### src/compare_pkg.sv
// Constants shared by the compare match unit: register offsets, field layout and mode codes.
// Assumes an AHB-Lite slave with 32-bit words, one register per aligned word.
package compare_pkg;

  localparam logic [7:0] OFS_UNIT1_CONTROL = 8'h00;
  localparam logic [7:0] OFS_UNIT2_CONTROL = 8'h04;
  localparam logic [7:0] OFS_UNIT1_VALUE_HIGH = 8'h08;
  localparam logic [7:0] OFS_UNIT1_VALUE_LOW = 8'h0C;
  localparam logic [7:0] OFS_UNIT2_VALUE_HIGH = 8'h10;
  localparam logic [7:0] OFS_UNIT2_VALUE_LOW = 8'h14;
  localparam logic [7:0] OFS_UNIT_TIMER_SELECT = 8'h18;
  localparam logic [7:0] OFS_IRQ_STATUS = 8'h1C;
  localparam logic [7:0] OFS_IRQ_ENABLE = 8'h20;
  localparam logic [7:0] OFS_IRQ_CLEAR = 8'h24;

  localparam logic [7:0] UNIT1_CONTROL_MASK = 8'hFF;
  localparam logic [7:0] UNIT2_CONTROL_MASK = 8'h3F;
  localparam int UNIT1_TIMER_CHOICE_BIT = 0;
  localparam int UNIT2_TIMER_CHOICE_BIT = 3;
  localparam logic [7:0] TIMER_SELECT_MASK = 8'h09;
  localparam logic [7:0] IRQ_MASK = 8'h03;

  localparam logic [7:0] CONTROL_RESET = 8'h00;
  localparam logic [7:0] VALUE_RESET = 8'h00;
  localparam logic [7:0] TIMER_SELECT_RESET = 8'h00;
  localparam logic [15:0] TIMER_CLEAR_VALUE = 16'h0000;

  localparam logic [3:0] MODE_TOGGLE = 4'h2;
  localparam logic [3:0] MODE_SET = 4'h8;
  localparam logic [3:0] MODE_CLEAR = 4'h9;
  localparam logic [3:0] MODE_SOFT_IRQ = 4'hA;
  localparam logic [3:0] MODE_SPECIAL = 4'hB;

endpackage : compare_pkg

### src/timer_compare_match_unit.sv
// Two compare match units behind an AHB-Lite register slave.
// Assumes both 16-bit timers are counted elsewhere on hclk and clear on timer_reset pulses.
// Operation
// - Compare all 16 value bits against all 16 selected timer bits every cycle.
// - The compared count comes from timer one or timer three only.
// - On match, mode picks toggle, set, clear, special trigger or soft interrupt.
// - Every match in modes 0010 through 1011 sets the unit flag on the next edge; other modes leave it.
// - Both units behave identically except that only unit two starts conversion and stores six control bits.
// - Unimplemented bits read as zero and ignore writes.
// - Mode 1010 sets only the flag and leaves the pin uncontrolled.
// - Mode 1011 flags, unit two starts conversion if ADC and trigger are enabled, and the timer resets, all on the same next edge, without overflow.
// - Clearing a control register forces that unit's output latch low.
// - Each unit picks its own timer through its select bit.
`timescale 1ns/1ns
`default_nettype none
module timer_compare_match_unit
  import compare_pkg::*;
#(
  parameter int UNITS = 2
) (
  input wire logic hclk,
  input wire logic hresetn,
  input wire logic hsel,
  input wire logic [31:0] haddr,
  input wire logic [1:0] htrans,
  input wire logic hwrite,
  input wire logic [2:0] hsize,
  input wire logic [31:0] hwdata,
  input wire logic hready,
  output logic [31:0] hrdata,
  output logic hreadyout,
  output logic hresp,
  input wire logic [15:0] timer1_count,
  input wire logic [15:0] timer3_count,
  input wire logic adc_enabled,
  input wire logic conversion_trigger_source,
  output logic timer1_reset,
  output logic timer3_reset,
  output logic conversion_start,
  output logic [UNITS-1:0] unit_output_pin_o,
  output logic [UNITS-1:0] unit_output_pin_oe,
  output logic irq
);

  function automatic logic drives_pin(input logic [3:0] mode);
    drives_pin = (mode == MODE_TOGGLE) || (mode == MODE_SET) || (mode == MODE_CLEAR);
  endfunction : drives_pin

  logic [7:0] control_q [UNITS];
  logic [15:0] value_q [UNITS];
  logic [UNITS-1:0] choice_q;
  logic [UNITS-1:0] latch_q;
  logic [UNITS-1:0] flag_q;
  logic [UNITS-1:0] enable_q;
  logic [UNITS-1:0] match;
  logic [UNITS-1:0] special;
  logic [15:0] count [UNITS];
  logic [3:0] mode [UNITS];

  logic wr_pend_q;
  logic [7:0] wr_addr_q;
  logic bus_req;
  logic [7:0] wbyte;
  logic [UNITS-1:0] clear_hit;

  assign bus_req = hsel && hready && htrans[1];
  assign wbyte = hwdata[7:0];
  assign hreadyout = 1'b1;
  assign hresp = 1'b0;

  always_ff @(posedge hclk or negedge hresetn) begin
    if (!hresetn) begin
      wr_pend_q <= 1'b0;
      wr_addr_q <= 8'h00;
    end else begin
      wr_pend_q <= bus_req && hwrite;
      if (bus_req) begin
        wr_addr_q <= haddr[7:0];
      end
    end
  end

  for (genvar u = 0; u < UNITS; u++) begin : g_unit
    localparam logic [7:0] OFS_CTRL = (u == 0) ? OFS_UNIT1_CONTROL : OFS_UNIT2_CONTROL;
    localparam logic [7:0] OFS_HIGH = (u == 0) ? OFS_UNIT1_VALUE_HIGH : OFS_UNIT2_VALUE_HIGH;
    localparam logic [7:0] OFS_LOW = (u == 0) ? OFS_UNIT1_VALUE_LOW : OFS_UNIT2_VALUE_LOW;
    localparam logic [7:0] CMASK = (u == 0) ? UNIT1_CONTROL_MASK : UNIT2_CONTROL_MASK;

    assign mode[u] = control_q[u][3:0];
    assign count[u] = choice_q[u] ? timer3_count : timer1_count;
    assign match[u] = (value_q[u] == count[u]);
    assign special[u] = match[u] && (mode[u] == MODE_SPECIAL);
    assign clear_hit[u] = wr_pend_q && (wr_addr_q == OFS_CTRL) && ((wbyte & CMASK) == 8'h00);

    always_ff @(posedge hclk or negedge hresetn) begin
      if (!hresetn) begin
        control_q[u] <= CONTROL_RESET;
        value_q[u] <= {VALUE_RESET, VALUE_RESET};
      end else if (wr_pend_q) begin
        if (wr_addr_q == OFS_CTRL) begin
          control_q[u] <= wbyte & CMASK;
        end
        if (wr_addr_q == OFS_HIGH) begin
          value_q[u][15:8] <= wbyte;
        end
        if (wr_addr_q == OFS_LOW) begin
          value_q[u][7:0] <= wbyte;
        end
      end
    end

    // Output latch follows the match action of its own unit.
    always_ff @(posedge hclk or negedge hresetn) begin
      if (!hresetn) begin
        latch_q[u] <= 1'b0;
      end else if (clear_hit[u]) begin
        latch_q[u] <= 1'b0;
      end else if (match[u]) begin
        unique case (mode[u])
          MODE_TOGGLE: latch_q[u] <= !latch_q[u];
          MODE_SET: latch_q[u] <= 1'b1;
          MODE_CLEAR: latch_q[u] <= 1'b0;
          default: latch_q[u] <= latch_q[u];
        endcase
      end
    end

    // Flag: a match in the clearing cycle wins over the clear.
    always_ff @(posedge hclk or negedge hresetn) begin
      if (!hresetn) begin
        flag_q[u] <= 1'b0;
      end else if (match[u] && (mode[u] >= MODE_TOGGLE) && (mode[u] <= MODE_SPECIAL)) begin
        flag_q[u] <= 1'b1;
      end else if (wr_pend_q && (wr_addr_q == OFS_IRQ_CLEAR) && wbyte[u]) begin
        flag_q[u] <= 1'b0;
      end
    end

    assign unit_output_pin_o[u] = latch_q[u];
    assign unit_output_pin_oe[u] = drives_pin(mode[u]);

    match_flag_a: assert property (@(posedge hclk) disable iff (!hresetn)
      match[u] && (mode[u] == MODE_SET) && !clear_hit[u] |=> flag_q[u] && latch_q[u])
      else $error("Flag or latch missed a set match.");

    clear_low_a: assert property (@(posedge hclk) disable iff (!hresetn)
      clear_hit[u] |=> !latch_q[u])
      else $error("Output latch not low after control clear.");

    soft_pin_a: assert property (@(posedge hclk) disable iff (!hresetn)
      (mode[u] == MODE_SOFT_IRQ) |-> !unit_output_pin_oe[u])
      else $error("Soft interrupt mode drives the pin.");

    toggle_flip_a: assert property (@(posedge hclk) disable iff (!hresetn)
      match[u] && (mode[u] == MODE_TOGGLE) && !clear_hit[u] |=>
      latch_q[u] != $past(latch_q[u]))
      else $error("Toggle match did not flip latch.");

    compare_eq_a: assert property (@(posedge hclk) disable iff (!hresetn)
      !choice_q[u] && (value_q[u] == timer1_count) |-> match[u])
      else $error("Equal timer one count gave no match.");

    timer3_eq_a: assert property (@(posedge hclk) disable iff (!hresetn)
      choice_q[u] && (value_q[u] == timer3_count) |-> match[u])
      else $error("Equal timer three count gave no match.");

    timer1_ne_a: assert property (@(posedge hclk) disable iff (!hresetn)
      !choice_q[u] && (value_q[u] != timer1_count) |-> !match[u])
      else $error("Match against an unequal timer one count.");

    timer3_ne_a: assert property (@(posedge hclk) disable iff (!hresetn)
      choice_q[u] && (value_q[u] != timer3_count) |-> !match[u])
      else $error("Match against an unequal timer three count.");

    flag_any_a: assert property (@(posedge hclk) disable iff (!hresetn)
      match[u] && (mode[u] >= MODE_TOGGLE) && (mode[u] <= MODE_SPECIAL) |=> flag_q[u])
      else $error("Compare match did not set the flag.");

    flag_hold_a: assert property (@(posedge hclk) disable iff (!hresetn)
      !match[u] && !flag_q[u] |=> !flag_q[u])
      else $error("Flag set without a match.");

    flag_clear_a: assert property (@(posedge hclk) disable iff (!hresetn)
      wr_pend_q && (wr_addr_q == OFS_IRQ_CLEAR) && wbyte[u] && !match[u] |=> !flag_q[u])
      else $error("Flag not cleared by a clear write.");

    clear_latch_a: assert property (@(posedge hclk) disable iff (!hresetn)
      match[u] && (mode[u] == MODE_CLEAR) |=> !latch_q[u])
      else $error("Clear match left the latch high.");

    latch_hold_a: assert property (@(posedge hclk) disable iff (!hresetn)
      !match[u] && !clear_hit[u] |=> $stable(latch_q[u]))
      else $error("Latch moved without a match.");

    soft_latch_a: assert property (@(posedge hclk) disable iff (!hresetn)
      (mode[u] == MODE_SOFT_IRQ) && !clear_hit[u] |=> $stable(latch_q[u]))
      else $error("Soft interrupt mode moved the latch.");

    special_pin_a: assert property (@(posedge hclk) disable iff (!hresetn)
      (mode[u] == MODE_SPECIAL) |-> !unit_output_pin_oe[u])
      else $error("Special event mode drives the pin.");

    drive_pin_a: assert property (@(posedge hclk) disable iff (!hresetn)
      (mode[u] == MODE_TOGGLE) || (mode[u] == MODE_SET) || (mode[u] == MODE_CLEAR) |->
      unit_output_pin_oe[u])
      else $error("Pin not driven in an output mode.");

    ctrl_write_a: assert property (@(posedge hclk) disable iff (!hresetn)
      wr_pend_q && (wr_addr_q == OFS_CTRL) |=> control_q[u] == $past(wbyte & CMASK))
      else $error("Control write did not land masked.");

    value_high_a: assert property (@(posedge hclk) disable iff (!hresetn)
      wr_pend_q && (wr_addr_q == OFS_HIGH) |=> value_q[u][15:8] == $past(wbyte))
      else $error("Value high byte write did not land.");

    value_low_a: assert property (@(posedge hclk) disable iff (!hresetn)
      wr_pend_q && (wr_addr_q == OFS_LOW) |=> value_q[u][7:0] == $past(wbyte))
      else $error("Value low byte write did not land.");
  end

  // Special event clears the chosen timer on the following edge without touching the pin.
  always_ff @(posedge hclk or negedge hresetn) begin
    if (!hresetn) begin
      timer1_reset <= 1'b0;
      timer3_reset <= 1'b0;
      conversion_start <= 1'b0;
    end else begin
      timer1_reset <= (special[0] && !choice_q[0]) || (special[1] && !choice_q[1]);
      timer3_reset <= (special[0] && choice_q[0]) || (special[1] && choice_q[1]);
      conversion_start <= special[1] && adc_enabled && conversion_trigger_source;
    end
  end

  always_ff @(posedge hclk or negedge hresetn) begin
    if (!hresetn) begin
      choice_q <= '0;
    end else if (wr_pend_q && (wr_addr_q == OFS_UNIT_TIMER_SELECT)) begin
      choice_q[0] <= wbyte[UNIT1_TIMER_CHOICE_BIT];
      choice_q[1] <= wbyte[UNIT2_TIMER_CHOICE_BIT];
    end
  end

  always_ff @(posedge hclk or negedge hresetn) begin
    if (!hresetn) begin
      enable_q <= '0;
    end else if (wr_pend_q && (wr_addr_q == OFS_IRQ_ENABLE)) begin
      enable_q <= wbyte[UNITS-1:0];
    end
  end

  always_ff @(posedge hclk or negedge hresetn) begin
    if (!hresetn) begin
      irq <= 1'b0;
    end else begin
      irq <= |(flag_q & enable_q);
    end
  end

  // Read data is registered at the address phase so it stands in the data phase.
  always_ff @(posedge hclk or negedge hresetn) begin
    if (!hresetn) begin
      hrdata <= 32'h0000_0000;
    end else if (bus_req && !hwrite) begin
      unique case (haddr[7:0])
        OFS_UNIT1_CONTROL: hrdata <= {24'h000000, control_q[0]};
        OFS_UNIT2_CONTROL: hrdata <= {24'h000000, control_q[1]};
        OFS_UNIT1_VALUE_HIGH: hrdata <= {24'h000000, value_q[0][15:8]};
        OFS_UNIT1_VALUE_LOW: hrdata <= {24'h000000, value_q[0][7:0]};
        OFS_UNIT2_VALUE_HIGH: hrdata <= {24'h000000, value_q[1][15:8]};
        OFS_UNIT2_VALUE_LOW: hrdata <= {24'h000000, value_q[1][7:0]};
        OFS_UNIT_TIMER_SELECT: hrdata <= {28'h0000000, choice_q[1], 2'b00, choice_q[0]};
        OFS_IRQ_STATUS: hrdata <= {30'h0, flag_q};
        OFS_IRQ_ENABLE: hrdata <= {30'h0, enable_q};
        default: hrdata <= 32'h0000_0000;
      endcase
    end
  end

  special_reset_a: assert property (@(posedge hclk) disable iff (!hresetn)
    special[0] && !choice_q[0] |=> timer1_reset)
    else $error("Special event did not reset timer one.");

  conv_start_a: assert property (@(posedge hclk) disable iff (!hresetn)
    conversion_start |-> $past(special[1]) && $past(adc_enabled) &&
    $past(conversion_trigger_source))
    else $error("Conversion started without unit two special match.");

  irq_level_a: assert property (@(posedge hclk) disable iff (!hresetn)
    ##1 irq == $past(|(flag_q & enable_q)))
    else $error("Interrupt output disagrees with enabled flags.");

  ctrl_mask_a: assert property (@(posedge hclk) disable iff (!hresetn)
    control_q[1][7:6] == 2'b00)
    else $error("Unimplemented control bits set.");

  special3_reset_a: assert property (@(posedge hclk) disable iff (!hresetn)
    special[0] && choice_q[0] |=> timer3_reset)
    else $error("Special event did not reset timer three.");

  unit2_t1_reset_a: assert property (@(posedge hclk) disable iff (!hresetn)
    special[1] && !choice_q[1] |=> timer1_reset)
    else $error("Unit two special event did not reset timer one.");

  unit2_t3_reset_a: assert property (@(posedge hclk) disable iff (!hresetn)
    special[1] && choice_q[1] |=> timer3_reset)
    else $error("Unit two special event did not reset timer three.");

  idle_reset_a: assert property (@(posedge hclk) disable iff (!hresetn)
    !special[0] && !special[1] |=> !timer1_reset && !timer3_reset)
    else $error("Timer reset without a special event.");

  conv_fire_a: assert property (@(posedge hclk) disable iff (!hresetn)
    special[1] && adc_enabled && conversion_trigger_source |=> conversion_start)
    else $error("Enabled conversion did not start.");

  conv_idle_a: assert property (@(posedge hclk) disable iff (!hresetn)
    !special[1] |=> !conversion_start)
    else $error("Conversion started without unit two event.");

  choice1_write_a: assert property (@(posedge hclk) disable iff (!hresetn)
    wr_pend_q && (wr_addr_q == OFS_UNIT_TIMER_SELECT) |=>
    choice_q[0] == $past(wbyte[UNIT1_TIMER_CHOICE_BIT]))
    else $error("Unit one timer choice write did not land.");

  choice2_write_a: assert property (@(posedge hclk) disable iff (!hresetn)
    wr_pend_q && (wr_addr_q == OFS_UNIT_TIMER_SELECT) |=>
    choice_q[1] == $past(wbyte[UNIT2_TIMER_CHOICE_BIT]))
    else $error("Unit two timer choice write did not land.");

  enable_write_a: assert property (@(posedge hclk) disable iff (!hresetn)
    wr_pend_q && (wr_addr_q == OFS_IRQ_ENABLE) |=> enable_q == $past(wbyte[UNITS-1:0]))
    else $error("Enable write did not land.");

  status_read_a: assert property (@(posedge hclk) disable iff (!hresetn)
    bus_req && !hwrite && (haddr[7:0] == OFS_IRQ_STATUS) |=> hrdata == {30'h0, $past(flag_q)})
    else $error("Status read disagrees with flags.");

  clear_read_a: assert property (@(posedge hclk) disable iff (!hresetn)
    bus_req && !hwrite && (haddr[7:0] == OFS_IRQ_CLEAR) |=> hrdata == 32'h0000_0000)
    else $error("Clear register did not read zero.");

  select_read_a: assert property (@(posedge hclk) disable iff (!hresetn)
    bus_req && !hwrite && (haddr[7:0] == OFS_UNIT_TIMER_SELECT) |=>
    (hrdata & ~{24'h000000, TIMER_SELECT_MASK}) == 32'h0000_0000)
    else $error("Unimplemented select bits read nonzero.");

  ctrl2_read_a: assert property (@(posedge hclk) disable iff (!hresetn)
    bus_req && !hwrite && (haddr[7:0] == OFS_UNIT2_CONTROL) |=> hrdata[31:6] == 26'h0)
    else $error("Unimplemented control bits read nonzero.");

  value_read_a: assert property (@(posedge hclk) disable iff (!hresetn)
    bus_req && !hwrite && (haddr[7:0] == OFS_UNIT1_VALUE_LOW) |=>
    hrdata == {24'h000000, $past(value_q[0][7:0])})
    else $error("Value low byte read disagrees.");

  unmapped_read_a: assert property (@(posedge hclk) disable iff (!hresetn)
    bus_req && !hwrite && (haddr[7:0] > OFS_IRQ_CLEAR) |=> hrdata == 32'h0000_0000)
    else $error("Unmapped read did not return zero.");

endmodule : timer_compare_match_unit
`default_nettype wire

### config.mk
export PLATFORM = sky130hd
export DESIGN_NAME = timer_compare_match_unit
export DESIGN_NICKNAME = d
export VERILOG_FILES = /design/src/compare_pkg.sv /design/src/timer_compare_match_unit.sv
export SDC_FILE = /design/constraint.sdc
export NUM_CORES = 1
export LEC_CHECK = 0
export ABC_AREA = 1
export BUFFER_PORTS_ARGS = -buffer_cell sky130_fd_sc_hd__buf_2
export CAP_MARGIN = 20
export CORE_ASPECT_RATIO = 0.9
export CORE_MARGIN = 5
export CORE_UTILIZATION = 49
export CTS_CLUSTER_SIZE = 12
export DETAILED_ROUTE_END_ITERATION = 6
export GPL_TIMING_DRIVEN = 0
export PLACE_DENSITY = 0.77
export RECOVER_POWER = 50
export SETUP_SLACK_MARGIN = 0.3
export SYNTH_ARGS = -nofsm -noshare
export SYNTH_HDL_FRONTEND = slang
export SYNTH_SLANG_ARGS = --single-unit
### constraint.sdc
create_clock -name hclk -period 1.8 [get_ports hclk]
set_input_delay 0.27 -clock hclk [delete_from_list [all_inputs] [get_ports hclk]]
set_output_delay 0.27 -clock hclk [all_outputs]
set_load 0.01 [all_outputs]
==> results.json, run 1 <==
{
  "outcome": "finished, violations left",
  "violations": "negative setup slack",
  "nNetsFinal": 986,
  "cts.sinks": 75,
  "post-route-util_pct": 70.4,
  "drcViolationCount": 0,
  "skew_ns": 0.0103,
  "core_sq_mm": 0.00953,
  "synth_simple_gate_area_share_pct": 37.7,
  "gr-total-overflow": 0,
  "cts_buffers": 9,
  "m1WireLength_microns": 6430,
  "top_layer_used": "met4",
  "clkLatencyLatePin_ns": 0.36,
  "synth_mux_area_share_pct": 0.478,
  "period_share_pct": 102,
  "ys_warn_count": 0,
  "num_rows": 34,
  "antenna_found_initial": 0,
  "nFillCells": 725,
  "drv_cap": 0,
  "dr_wl_met3_microns": 2160,
  "power_mw": 4.98,
  "netlist.area_leader.share_pct": 39.9,
  "arrival_ns": 2.10,
  "cp-start-kind": "register",
  "cpMostUsedCell": "nand2_1",
  "cp.required_ns": 2.06,
  "crit_path_end_kind": "register",
  "crit_fanout": 6,
  "grt_pass1_vias": 5040,
  "ant_nets": 0,
  "synth-seq-cells": 75,
  "synth_cells": 725,
  "dpl.hpwl_microns": 11300,
  "via_per_inst": 5.56,
  "synth_seq_area_share_pct": 39.9,
  "timing.fmax_mhz": 545,
  "hold_slack_ns": 0.127,
  "wl_per_cell_microns": 17.3,
  "power_density_mw_per_mm2": 743,
  "worst_hold_path_type": "in2reg",
  "drtPass1Iterations": 6,
  "post-place-ws_ns": -0.286,
  "gp_congestion": 0.960,
  "cp_cell_sequence": "clkinv_4 > buf_8 > nand2_4 > nand2_2 > nand2_1 > nand2_1 > nor2_2 > nand2_2 > nor2_4 > nand2_2 > nand2_2 > nand2_1 > nand2_1 > nand2_1",
  "tightestPinTransition_ns": 0.723,
  "syn_area_sq_mm": 0.00471,
  "initial_core_util_pct": 49.4,
  "syn_avg_cell_area_sq_um": 6.49,
  "max_slew_margin_pct": 51.8,
  "synth_top_family_by_area": "simple AND/OR/NAND/NOR gates",
  "p_leak_nw": 3.90,
  "track_usage_pct": 27.2,
  "wl_met2_microns": 8060,
  "cts_tree": "yes",
  "drt_iter0_markers": 698,
  "grt_max_degree": 51,
  "hold_viol": 0,
  "die_h_microns": 103,
  "finalWorstSetupSlack_ns": -0.0340,
  "layout-drive-gt1-share_pct": 34.9,
  "clk_pin_slew_worst_paths_ns": 0.09,
  "vdd_drop_max_v": 0.000463,
  "vias": 5609,
  "grt_pass1_wl_microns": 24400,
  "cpMaxStageDelayCell": "dfrtp_2",
  "critPathKind": "reg2reg",
  "drt_wl_total_microns": 17500,
  "synth_fa_ha_area_share_pct": 0,
  "finalNonFillerCells": 1009,
  "yosys.area.top_type": "dfrtp_1",
  "synth_xor_area_share_pct": 0,
  "cts_root_buffer": "clkbuf_8",
  "diodes": 0,
  "io_buffers": 71,
  "cp_num_buf_inv": 2,
  "ys_types": 28,
  "rsz0062_at_grt": "yes",
  "netlist_top_cells_area": "dfrtp_1 (40%), nand2_1 (24%), o21ai_0 (7.1%), inv_1 (6.6%), nand3_1 (6.2%)",
  "regArea_sq_mm": 0.00188,
  "ios": 150,
  "clockBufferDepth": 2,
  "placedCellCount": 947,
  "area_delta_synth_final_pct": 42.5,
  "die-area_sq_mm": 0.0117,
  "finalMaxSlewViolations": 0,
  "crit_family": "simple AND/OR/NAND/NOR gates",
  "setup_viol": 2,
  "cp_slowest_stage_delay_ns": 0.43,
  "die_w_microns": 113,
  "post-route-min-period_ns": 1.83,
  "synth-compound-area-share_pct": 9.22,
  "multi_input_area_sq_mm": 0.00286,
  "ctsHtreeMaxLevel": 3
}
flip-flops by register name (all words and copies together) (netlist names):
name and cells:
conversion_start 1, wr_addr_q 8, timer3_reset 1, control_q 14, irq 1, unit_output_pin_o 2, timer1_reset 1, value_q 32
choice_q 2, flag_q 2, wr_pend_q 1, hrdata 8, enable_q 2
cells in the final DEF, fill, tap and decap left out, types with 25 or more instances in the layout:
master / Yosys / layout
dfrtp_1: 75 / 73
nand2_2: 0 / 55
nand3_1: 58 / 53
buf_4: 28 / 52
conb_1: 2 / 26
o21ai_0: 67 / 30
buf_2: 5 / 70
nor2_1: 49 / 25
inv_1: 83 / 76
nand2_1: 307 / 237
area by class of cell:
| cell class | instances | share of cell area [%] |
|---|---|---|
| timing repair buffer | 118 | 12.8 |
| clock buffer | 10 | 2.05 |
| sequential | 75 | 28.0 |
| clock inverter | 6 | 1.42 |
| buffer | 40 | 5.67 |
| multi-input combinational | 548 | 42.6 |
| tap | 126 | 2.35 |
| inverter | 86 | 5.07 |
through the flow:
| stage | instance area, sq um | setup TNS [ns] |
|---|---|---|
| finish | 6710 | -0.0552 |
| detailed placement | 5340 | -3.77 |
| floorplan | 4800 | 0 |
| global placement | 5310 | -3.94 |
| CTS | 6050 | 0 |
| global route | 6710 | -0.333 |
logic make-up after synthesis:
| logic type | count (synthesis) |
|---|---|
| other cells | 2 |
| compound gates | 84 |
| simple gates | 436 |
| flops | 75 |
| buf+inv | 126 |
| mux | 2 |
where the power goes:
part,internal (mW),leakage (nW),switching (mW),total [mW]
Clock,0.833,0.117,0.700,1.53
Sequential,1.89,0.785,0.193,2.08
Combinational,0.539,3.00,0.830,1.37
path summary, 6_finish.rpt:
check	startpoint	to	slack, ns	cells past startpoint
setup / recovery	choice_q[0]	unit_output_pin_o[0]	-0.03	14
hold / removal	adc_enabled	conversion_start	0.13	3
setup reg to reg	choice_q[0]	unit_output_pin_o[0]	-0.03	14
hold reg to reg	hrdata[2]	hrdata[2]	0.49	2
max in group asynchronous	hresetn	control_q[12]	0.62	3
min in group asynchronous	hresetn	wr_addr_q[4]	0.49	2
worst min-delay path, cell delays in order:
cell and delay, ns:
buf_2 0.09, nand2_1 0.06, nor2_2 0.04
Yosys cell counts:
library cell,number
nand3b_1,3
and3_1,1
o22ai_1,7
nor2_4,1
a21oi_1,6
nor2_2,1
a22o_1,1
o21ai_0,67
buf_2,5
conb_1,2
nor4_1,2
mux2_2,2
nor2_1,49
inv_1,83
nor3_2,1
nor4_2,1
nor3_1,6
nand4_1,5
nand2_1,307
buf_4,28
buf_6,1
a31oi_1,1
nor2b_1,1
inv_2,3
nand3_1,58
clkbuf_1,6
dfrtp_1,75
o21ai_1,2
routing by layer:
metal	GRT usage, %	vias up
met2	45.1	403
met5	0	-
met1	35.0	2553
met3	6.22	108
met4	10.2	0
li1	-	2545
repair_timing:
item | CTS | global route
setup endpoints to repair | 59 | 59
pin swaps | 11 | 44
hold buffers | 1 | 0
buffers inserted | 21 | 18
cloned | 3 | 3
gates resized for setup | 81 | 175
hold endpoints to repair | 25 | 0
(Power assumes the default switching activity.)
==> run 2, diff against run 1 <==
--- a/config.mk
+++ b/config.mk
@@ -15,7 +15,7 @@
 export DETAILED_ROUTE_END_ITERATION = 6
 export GPL_TIMING_DRIVEN = 0
 export PLACE_DENSITY = 0.77
-export RECOVER_POWER = 50
+export RECOVER_POWER = 100
 export SETUP_SLACK_MARGIN = 0.3
 export SYNTH_ARGS = -nofsm -noshare
 export SYNTH_HDL_FRONTEND = slang
==> results.json, run 2 (same netlist as run 1, synthesis figures left out) <==
{
  "outcome": "finished, violations left",
  "violations": "negative setup slack",
  "cpMaxStageDelayCell": "dfrtp_2",
  "netSwitchingFraction_pct": 34.7,
  "rsz0062_at_grt": "yes",
  "setup_viol": 2,
  "antenna_found_initial": 0,
  "seq_power_share_pct": 41.8,
  "skew_ns": 0.00984,
  "core_sq_mm": 0.00953,
  "max_slew_margin_pct": 50.8,
  "layout-drive-gt1-share_pct": 33.0,
  "area_delta_synth_final_pct": 41.5,
  "arrival_ns": 2.11,
  "cp.required_ns": 2.06,
  "cp-start-kind": "register",
  "cp_cell_sequence": "clkinv_4 > buf_4 > nand2_1 > nand2_1 > nand2_1 > nand2_1 > nor2_2 > nand2_2 > nor2_4 > nand2_2 > nand2_2 > nand2_1 > nand2_1 > nand2_1",
  "worst_hold_path_type": "in2reg",
  "cts.sinks": 75,
  "nNetsFinal": 986,
  "cp_slowest_stage_delay_ns": 0.43,
  "p_comb_share_pct": 27.3,
  "reg_top3": "value_q x32, control_q x14",
  "clkLatencyLatePin_ns": 0.36,
  "die_h_microns": 103,
  "mostFrequentLayoutCell": "nand2_1",
  "cts_tree": "yes",
  "initial_core_util_pct": 49.4,
  "fin_area_sq_mm": 0.00666,
  "diodes": 0,
  "tightestPinTransition_ns": 0.739,
  "dpl.hpwl_microns": 11300,
  "top_register": "value_q",
  "drcViolationCount": 0,
  "grt_max_degree": 51,
  "finalWorstSetupSlack_ns": -0.0455,
  "vias": 5617,
  "cpMostUsedCell": "nand2_1",
  "internal-power_mw": 3.26,
  "crit_path_end_kind": "register",
  "p_leak_nw": 3.83,
  "clk_pin_slew_worst_paths_ns": 0.09,
  "hold_viol": 0,
  "finalMaxSlewViolations": 0,
  "p_switching_mw": 1.73,
  "grt_pass1_vias": 5040,
  "drt_wl_total_microns": 17600,
  "num_rows": 34,
  "clkPwrFrac_pct": 30.9,
  "via_per_inst": 5.57,
  "track_usage_pct": 27.2,
  "ant_nets": 0,
  "crit_family": "simple AND/OR/NAND/NOR gates",
  "nFillCells": 743,
  "vdd_drop_max_v": 0.000446,
  "drv_cap": 0,
  "final_cell_mix": "nand2_1 (237), inv_1 (76), dfrtp_1 (73)",
  "ctsHtreeMaxLevel": 3,
  "holdPathStages": 3,
  "power_density_mw_per_mm2": 748,
  "place_area_sq_mm": 0.00534,
  "cts_root_buffer": "clkbuf_8",
  "gr-total-overflow": 0,
  "period_share_pct": 103,
  "cts_buffers": 9,
  "die_w_microns": 113,
  "die-area_sq_mm": 0.0117,
  "critPathKind": "reg2reg",
  "cp_num_buf_inv": 2,
  "gp_congestion": 0.960,
  "clockBufferDepth": 2,
  "hold_slack_ns": 0.127,
  "drt_iter0_markers": 743,
  "timing.fmax_mhz": 542,
  "io_buffers": 71,
  "crit_fanout": 6,
  "wl_per_cell_microns": 17.5,
  "largest_reg_flops": 32,
  "grt_pass1_wl_microns": 24400,
  "r2r_cells": 14,
  "ios": 150,
  "path_depth": 14,
  "drtPass1Iterations": 6,
  "post-route-min-period_ns": 1.85
}
[run 2: changes by cell type in the layout (fill, tap and decap cells not counted)]
cell      previous run  this run
buf_2               70        57
buf_4               52        51
buf_6               15        14
clkbuf_1             3        18
nor2_1              25        26
nor2_4              12        11
nor3_1               3         4
nor3_4               2         1
[run 2: stage by stage]
| step | instances | TNS, ns | utilization (%) | power (mW) | setup slack (ns) |
|---|---|---|---|---|---|
| floorplan | 749 | 0 | - | 2.69 | 0.353 |
| CTS | 988 | 0 | 63.5 | 4.67 | 0.0876 |
| global placement | 946 | -3.94 | 55.7 | 2.98 | -0.195 |
| finish | 1009 | -0.0865 | 69.9 | 4.98 | -0.0455 |
| detailed placement | 947 | -3.77 | 56.1 | 3.03 | -0.286 |
| global route | 1009 | -0.650 | 69.9 | 5.18 | -0.126 |
[run 2: worst min-delay path, stage by stage]
cell and delay [ns]:
buf_2 0.09, nand2_1 0.06, nor2_2 0.04
[run 2: final cells by class]
cell class | instances | area (sq um) | area share (%)
clock buffer | 10 | 138 | 2.07
clock inverter | 6 | 95.1 | 1.43
multi-input combinational | 548 | 2840 | 42.6
buffer | 40 | 380 | 5.71
sequential | 75 | 1880 | 28.2
inverter | 86 | 340 | 5.11
timing repair buffer | 118 | 832 | 12.5
tap | 126 | 158 | 2.37
[run 2: path summary, 6_finish.rpt]
| kind | startpoint | to | slack, ns |
|---|---|---|---|
| setup / recovery | choice_q[0] | unit_output_pin_o[0] | -0.05 |
| hold / removal | adc_enabled | conversion_start | 0.13 |
| setup reg to reg | choice_q[0] | unit_output_pin_o[0] | -0.05 |
| hold reg to reg | hrdata[2] | hrdata[2] | 0.49 |
| max in group asynchronous | hresetn | control_q[12] | 0.61 |
| min in group asynchronous | hresetn | wr_addr_q[4] | 0.50 |
[run 2: power groups by stage]
stage | sequential [mW] | clock [mW] | combinational, mW
after floorplan | 2.04 | 0 | 0.647
after global placement | 2.07 | 0 | 0.904
after detailed placement | 2.09 | 0 | 0.941
after CTS | 2.05 | 1.53 | 1.09
after global routing | 2.10 | 1.60 | 1.49
final | 2.08 | 1.54 | 1.36
[run 2: layer usage]
layer / global-route usage, % / routed length, microns / part of all wire [%]
met1: 35.0 / 6450 / 37
met2: 45.1 / 8100 / 46
met3: 6.22 / 2280 / 13
met4: 10.2 / 787 / 4.5
met5: 0 / 0 / 0
[run 2: repair_timing]
| item | 4_1_cts | 5_1_grt |
|---|---|---|
| cloned | 3 | 3 |
| setup buffers | 21 | 18 |
| resized for setup | 81 | 175 |
| endpoints found under the setup margin | 59 | 59 |
| pin swaps | 11 | 44 |
| hold buffers | 1 | 0 |
| endpoints found under the hold margin | 25 | 0 |
==> run 3, diff against run 2 <==
==> constraint.sdc (replaced) <==
create_clock -name hclk -period 1.8 [get_ports hclk]
set_input_delay 0.09 -clock hclk [delete_from_list [all_inputs] [get_ports hclk]]
set_output_delay 0.09 -clock hclk [all_outputs]
set_load 0.01 [all_outputs]
==> results.json, run 3 (same netlist as run 1, synthesis figures left out) <==
{
  "holdPathStages": 3,
  "cts_root_buffer": "clkbuf_8",
  "p_switching_mw": 1.69,
  "gp_congestion": 0.960,
  "clockBufferDepth": 2,
  "internal-power_mw": 3.23,
  "cp-start-kind": "register",
  "clk_pin_slew_worst_paths_ns": 0.09,
  "critPathKind": "reg2reg",
  "outcome": "finished, violations left",
  "vdd_drop_max_v": 0.000426,
  "p_comb_share_pct": 26.0,
  "top_register": "value_q",
  "cts_buffers": 9,
  "cts_tree": "yes",
  "final_cell_mix": "nand2_1 (258), inv_1 (79), dfrtp_1 (73)",
  "crit_fanout": 8,
  "ios": 150,
  "dpl.hpwl_microns": 11300,
  "antenna_found_initial": 0,
  "io_buffers": 71,
  "power_density_mw_per_mm2": 759,
  "drt_iter0_markers": 704,
  "ant_nets": 0,
  "drv_cap": 0,
  "setup_viol": 3,
  "grt_pass1_vias": 5071,
  "grt_max_degree": 51,
  "p_leak_nw": 3.77,
  "period_share_pct": 101,
  "nFillCells": 787,
  "violations": "negative hold slack, negative setup slack",
  "clkPwrFrac_pct": 31.5,
  "clkLatencyLatePin_ns": 0.37,
  "area_delta_synth_final_pct": 37.7,
  "initial_core_util_pct": 49.4,
  "drt_wl_total_microns": 17600,
  "hold_viol": 2,
  "crit_path_end_kind": "register",
  "r2r_cells": 14,
  "finalNonFillerCells": 1010,
  "netSwitchingFraction_pct": 34.3,
  "via_per_inst": 5.53,
  "skew_ns": 0.0131,
  "num_rows": 34,
  "mostFrequentLayoutCell": "nand2_1",
  "layout-drive-gt1-share_pct": 28.5,
  "core_sq_mm": 0.00953,
  "die-area_sq_mm": 0.0117,
  "finalWorstSetupSlack_ns": -0.0162,
  "die_h_microns": 103,
  "vias": 5582,
  "drcViolationCount": 0,
  "cts.sinks": 75,
  "rsz0062_at_grt": "yes",
  "post-route-min-period_ns": 1.82,
  "max_slew_margin_pct": 53.6,
  "regArea_sq_mm": 0.00188,
  "nNetsFinal": 987,
  "arrival_ns": 2.08,
  "diodes": 0,
  "finalMaxSlewViolations": 0,
  "drtPass1Iterations": 7,
  "largest_reg_flops": 32,
  "hold_slack_ns": -0.0117,
  "seq_power_share_pct": 42.5,
  "multi_input_area_sq_mm": 0.00272,
  "worst_hold_path_type": "in2reg",
  "wl_per_cell_microns": 17.4,
  "gr-total-overflow": 0,
  "reg_top3": "value_q x32, control_q x14",
  "track_usage_pct": 27.3,
  "die_w_microns": 113,
  "cp.required_ns": 2.06,
  "placedCellCount": 947,
  "setup_tns_ns": -0.0336,
  "timing.fmax_mhz": 551,
  "grt_pass1_wl_microns": 24500,
  "ctsHtreeMaxLevel": 3,
  "tightestPinTransition_ns": 0.696
}
[run 3: cell count changes in the layout (fill, tap and decap cells not counted), sizes merged]
cell | previous run | this run
dlygate4sd3 | 1 | 7
buf | 133 | 120
clkbuf | 34 | 42
[run 3: metrics by stage]
step	worst slack, ns	cell area [sq um]	power [mW]	utilization, %
6_report	-0.0162	6480	4.92	68.0
5_1_grt	-0.133	6480	5.12	68.0
3_3_place_gp	-0.195	5310	2.98	55.7
3_5_place_dp	-0.286	5340	3.03	56.1
2_1_floorplan	0.353	4800	2.69	-
4_1_cts	0.0876	6070	4.66	63.7
[run 3: what timing repair did]
item | CTS | global route
gates resized for setup | 74 | 170
hold buffers | 7 | 0
pin swaps | 11 | 28
endpoints found under the hold margin | 30 | 0
endpoints found under the setup margin | 52 | 57
gates cloned | 3 | 3
buffers inserted | 18 | 16
[run 3: cell type report]
cell class / count / share of cell area [%]
Buffer: 40 / 4.90
Clock buffer: 10 / 2.12
Clock inverter: 6 / 1.47
Inverter: 86 / 5.21
Multi-Input combinational cell: 548 / 41.9
Sequential cell: 75 / 29.0
Tap cell: 126 / 2.43
Timing Repair Buffer: 119 / 13.0
[run 3: metal layers]
layer	track usage (%)	part of all wire, %	vias to the layer above
met5	0	0	-
met4	10.6	5.0	0
met3	5.58	12	98
met2	45.6	46	403
met1	35.1	37	2534
li1	-	-	2547
[run 3: path summary, 6_finish.rpt]
check | from | slack [ns] | to
worst max-delay path | choice_q[1] | -0.02 | unit_output_pin_o[1]
worst min register to register | hrdata[1] | 0.50 | hrdata[1]
worst min-delay path | hwdata[7] | -0.01 | value_q[23]
worst max register to register | choice_q[1] | -0.02 | unit_output_pin_o[1]
min in group asynchronous | hresetn | 0.28 | wr_addr_q[6]
max in group asynchronous | hresetn | 0.31 | value_q[28]
[run 3: power groups by stage]
stage	Combinational, mW	Clock (mW)	Sequential, mW
2_1_floorplan	0.647	0	2.04
3_3_place_gp	0.904	0	2.07
3_5_place_dp	0.941	0	2.09
4_1_cts	1.07	1.53	2.05
5_1_grt	1.41	1.60	2.11
6_report	1.28	1.55	2.09
[run 3: critical path, stage by stage (launching register included)]
cell and delay (ns):
dfrtp_2 0.43, clkinv_4 0.13, buf_12 0.17, nand2_1 0.07, nand2_1 0.06, nand2_1 0.09, nand2_1 0.06, nor2_1 0.17
nand2_2 0.10, nor2_4 0.14, nand2_2 0.08, nand2_2 0.07, nand2_1 0.05, nand2_1 0.06, nand2_1 0.04
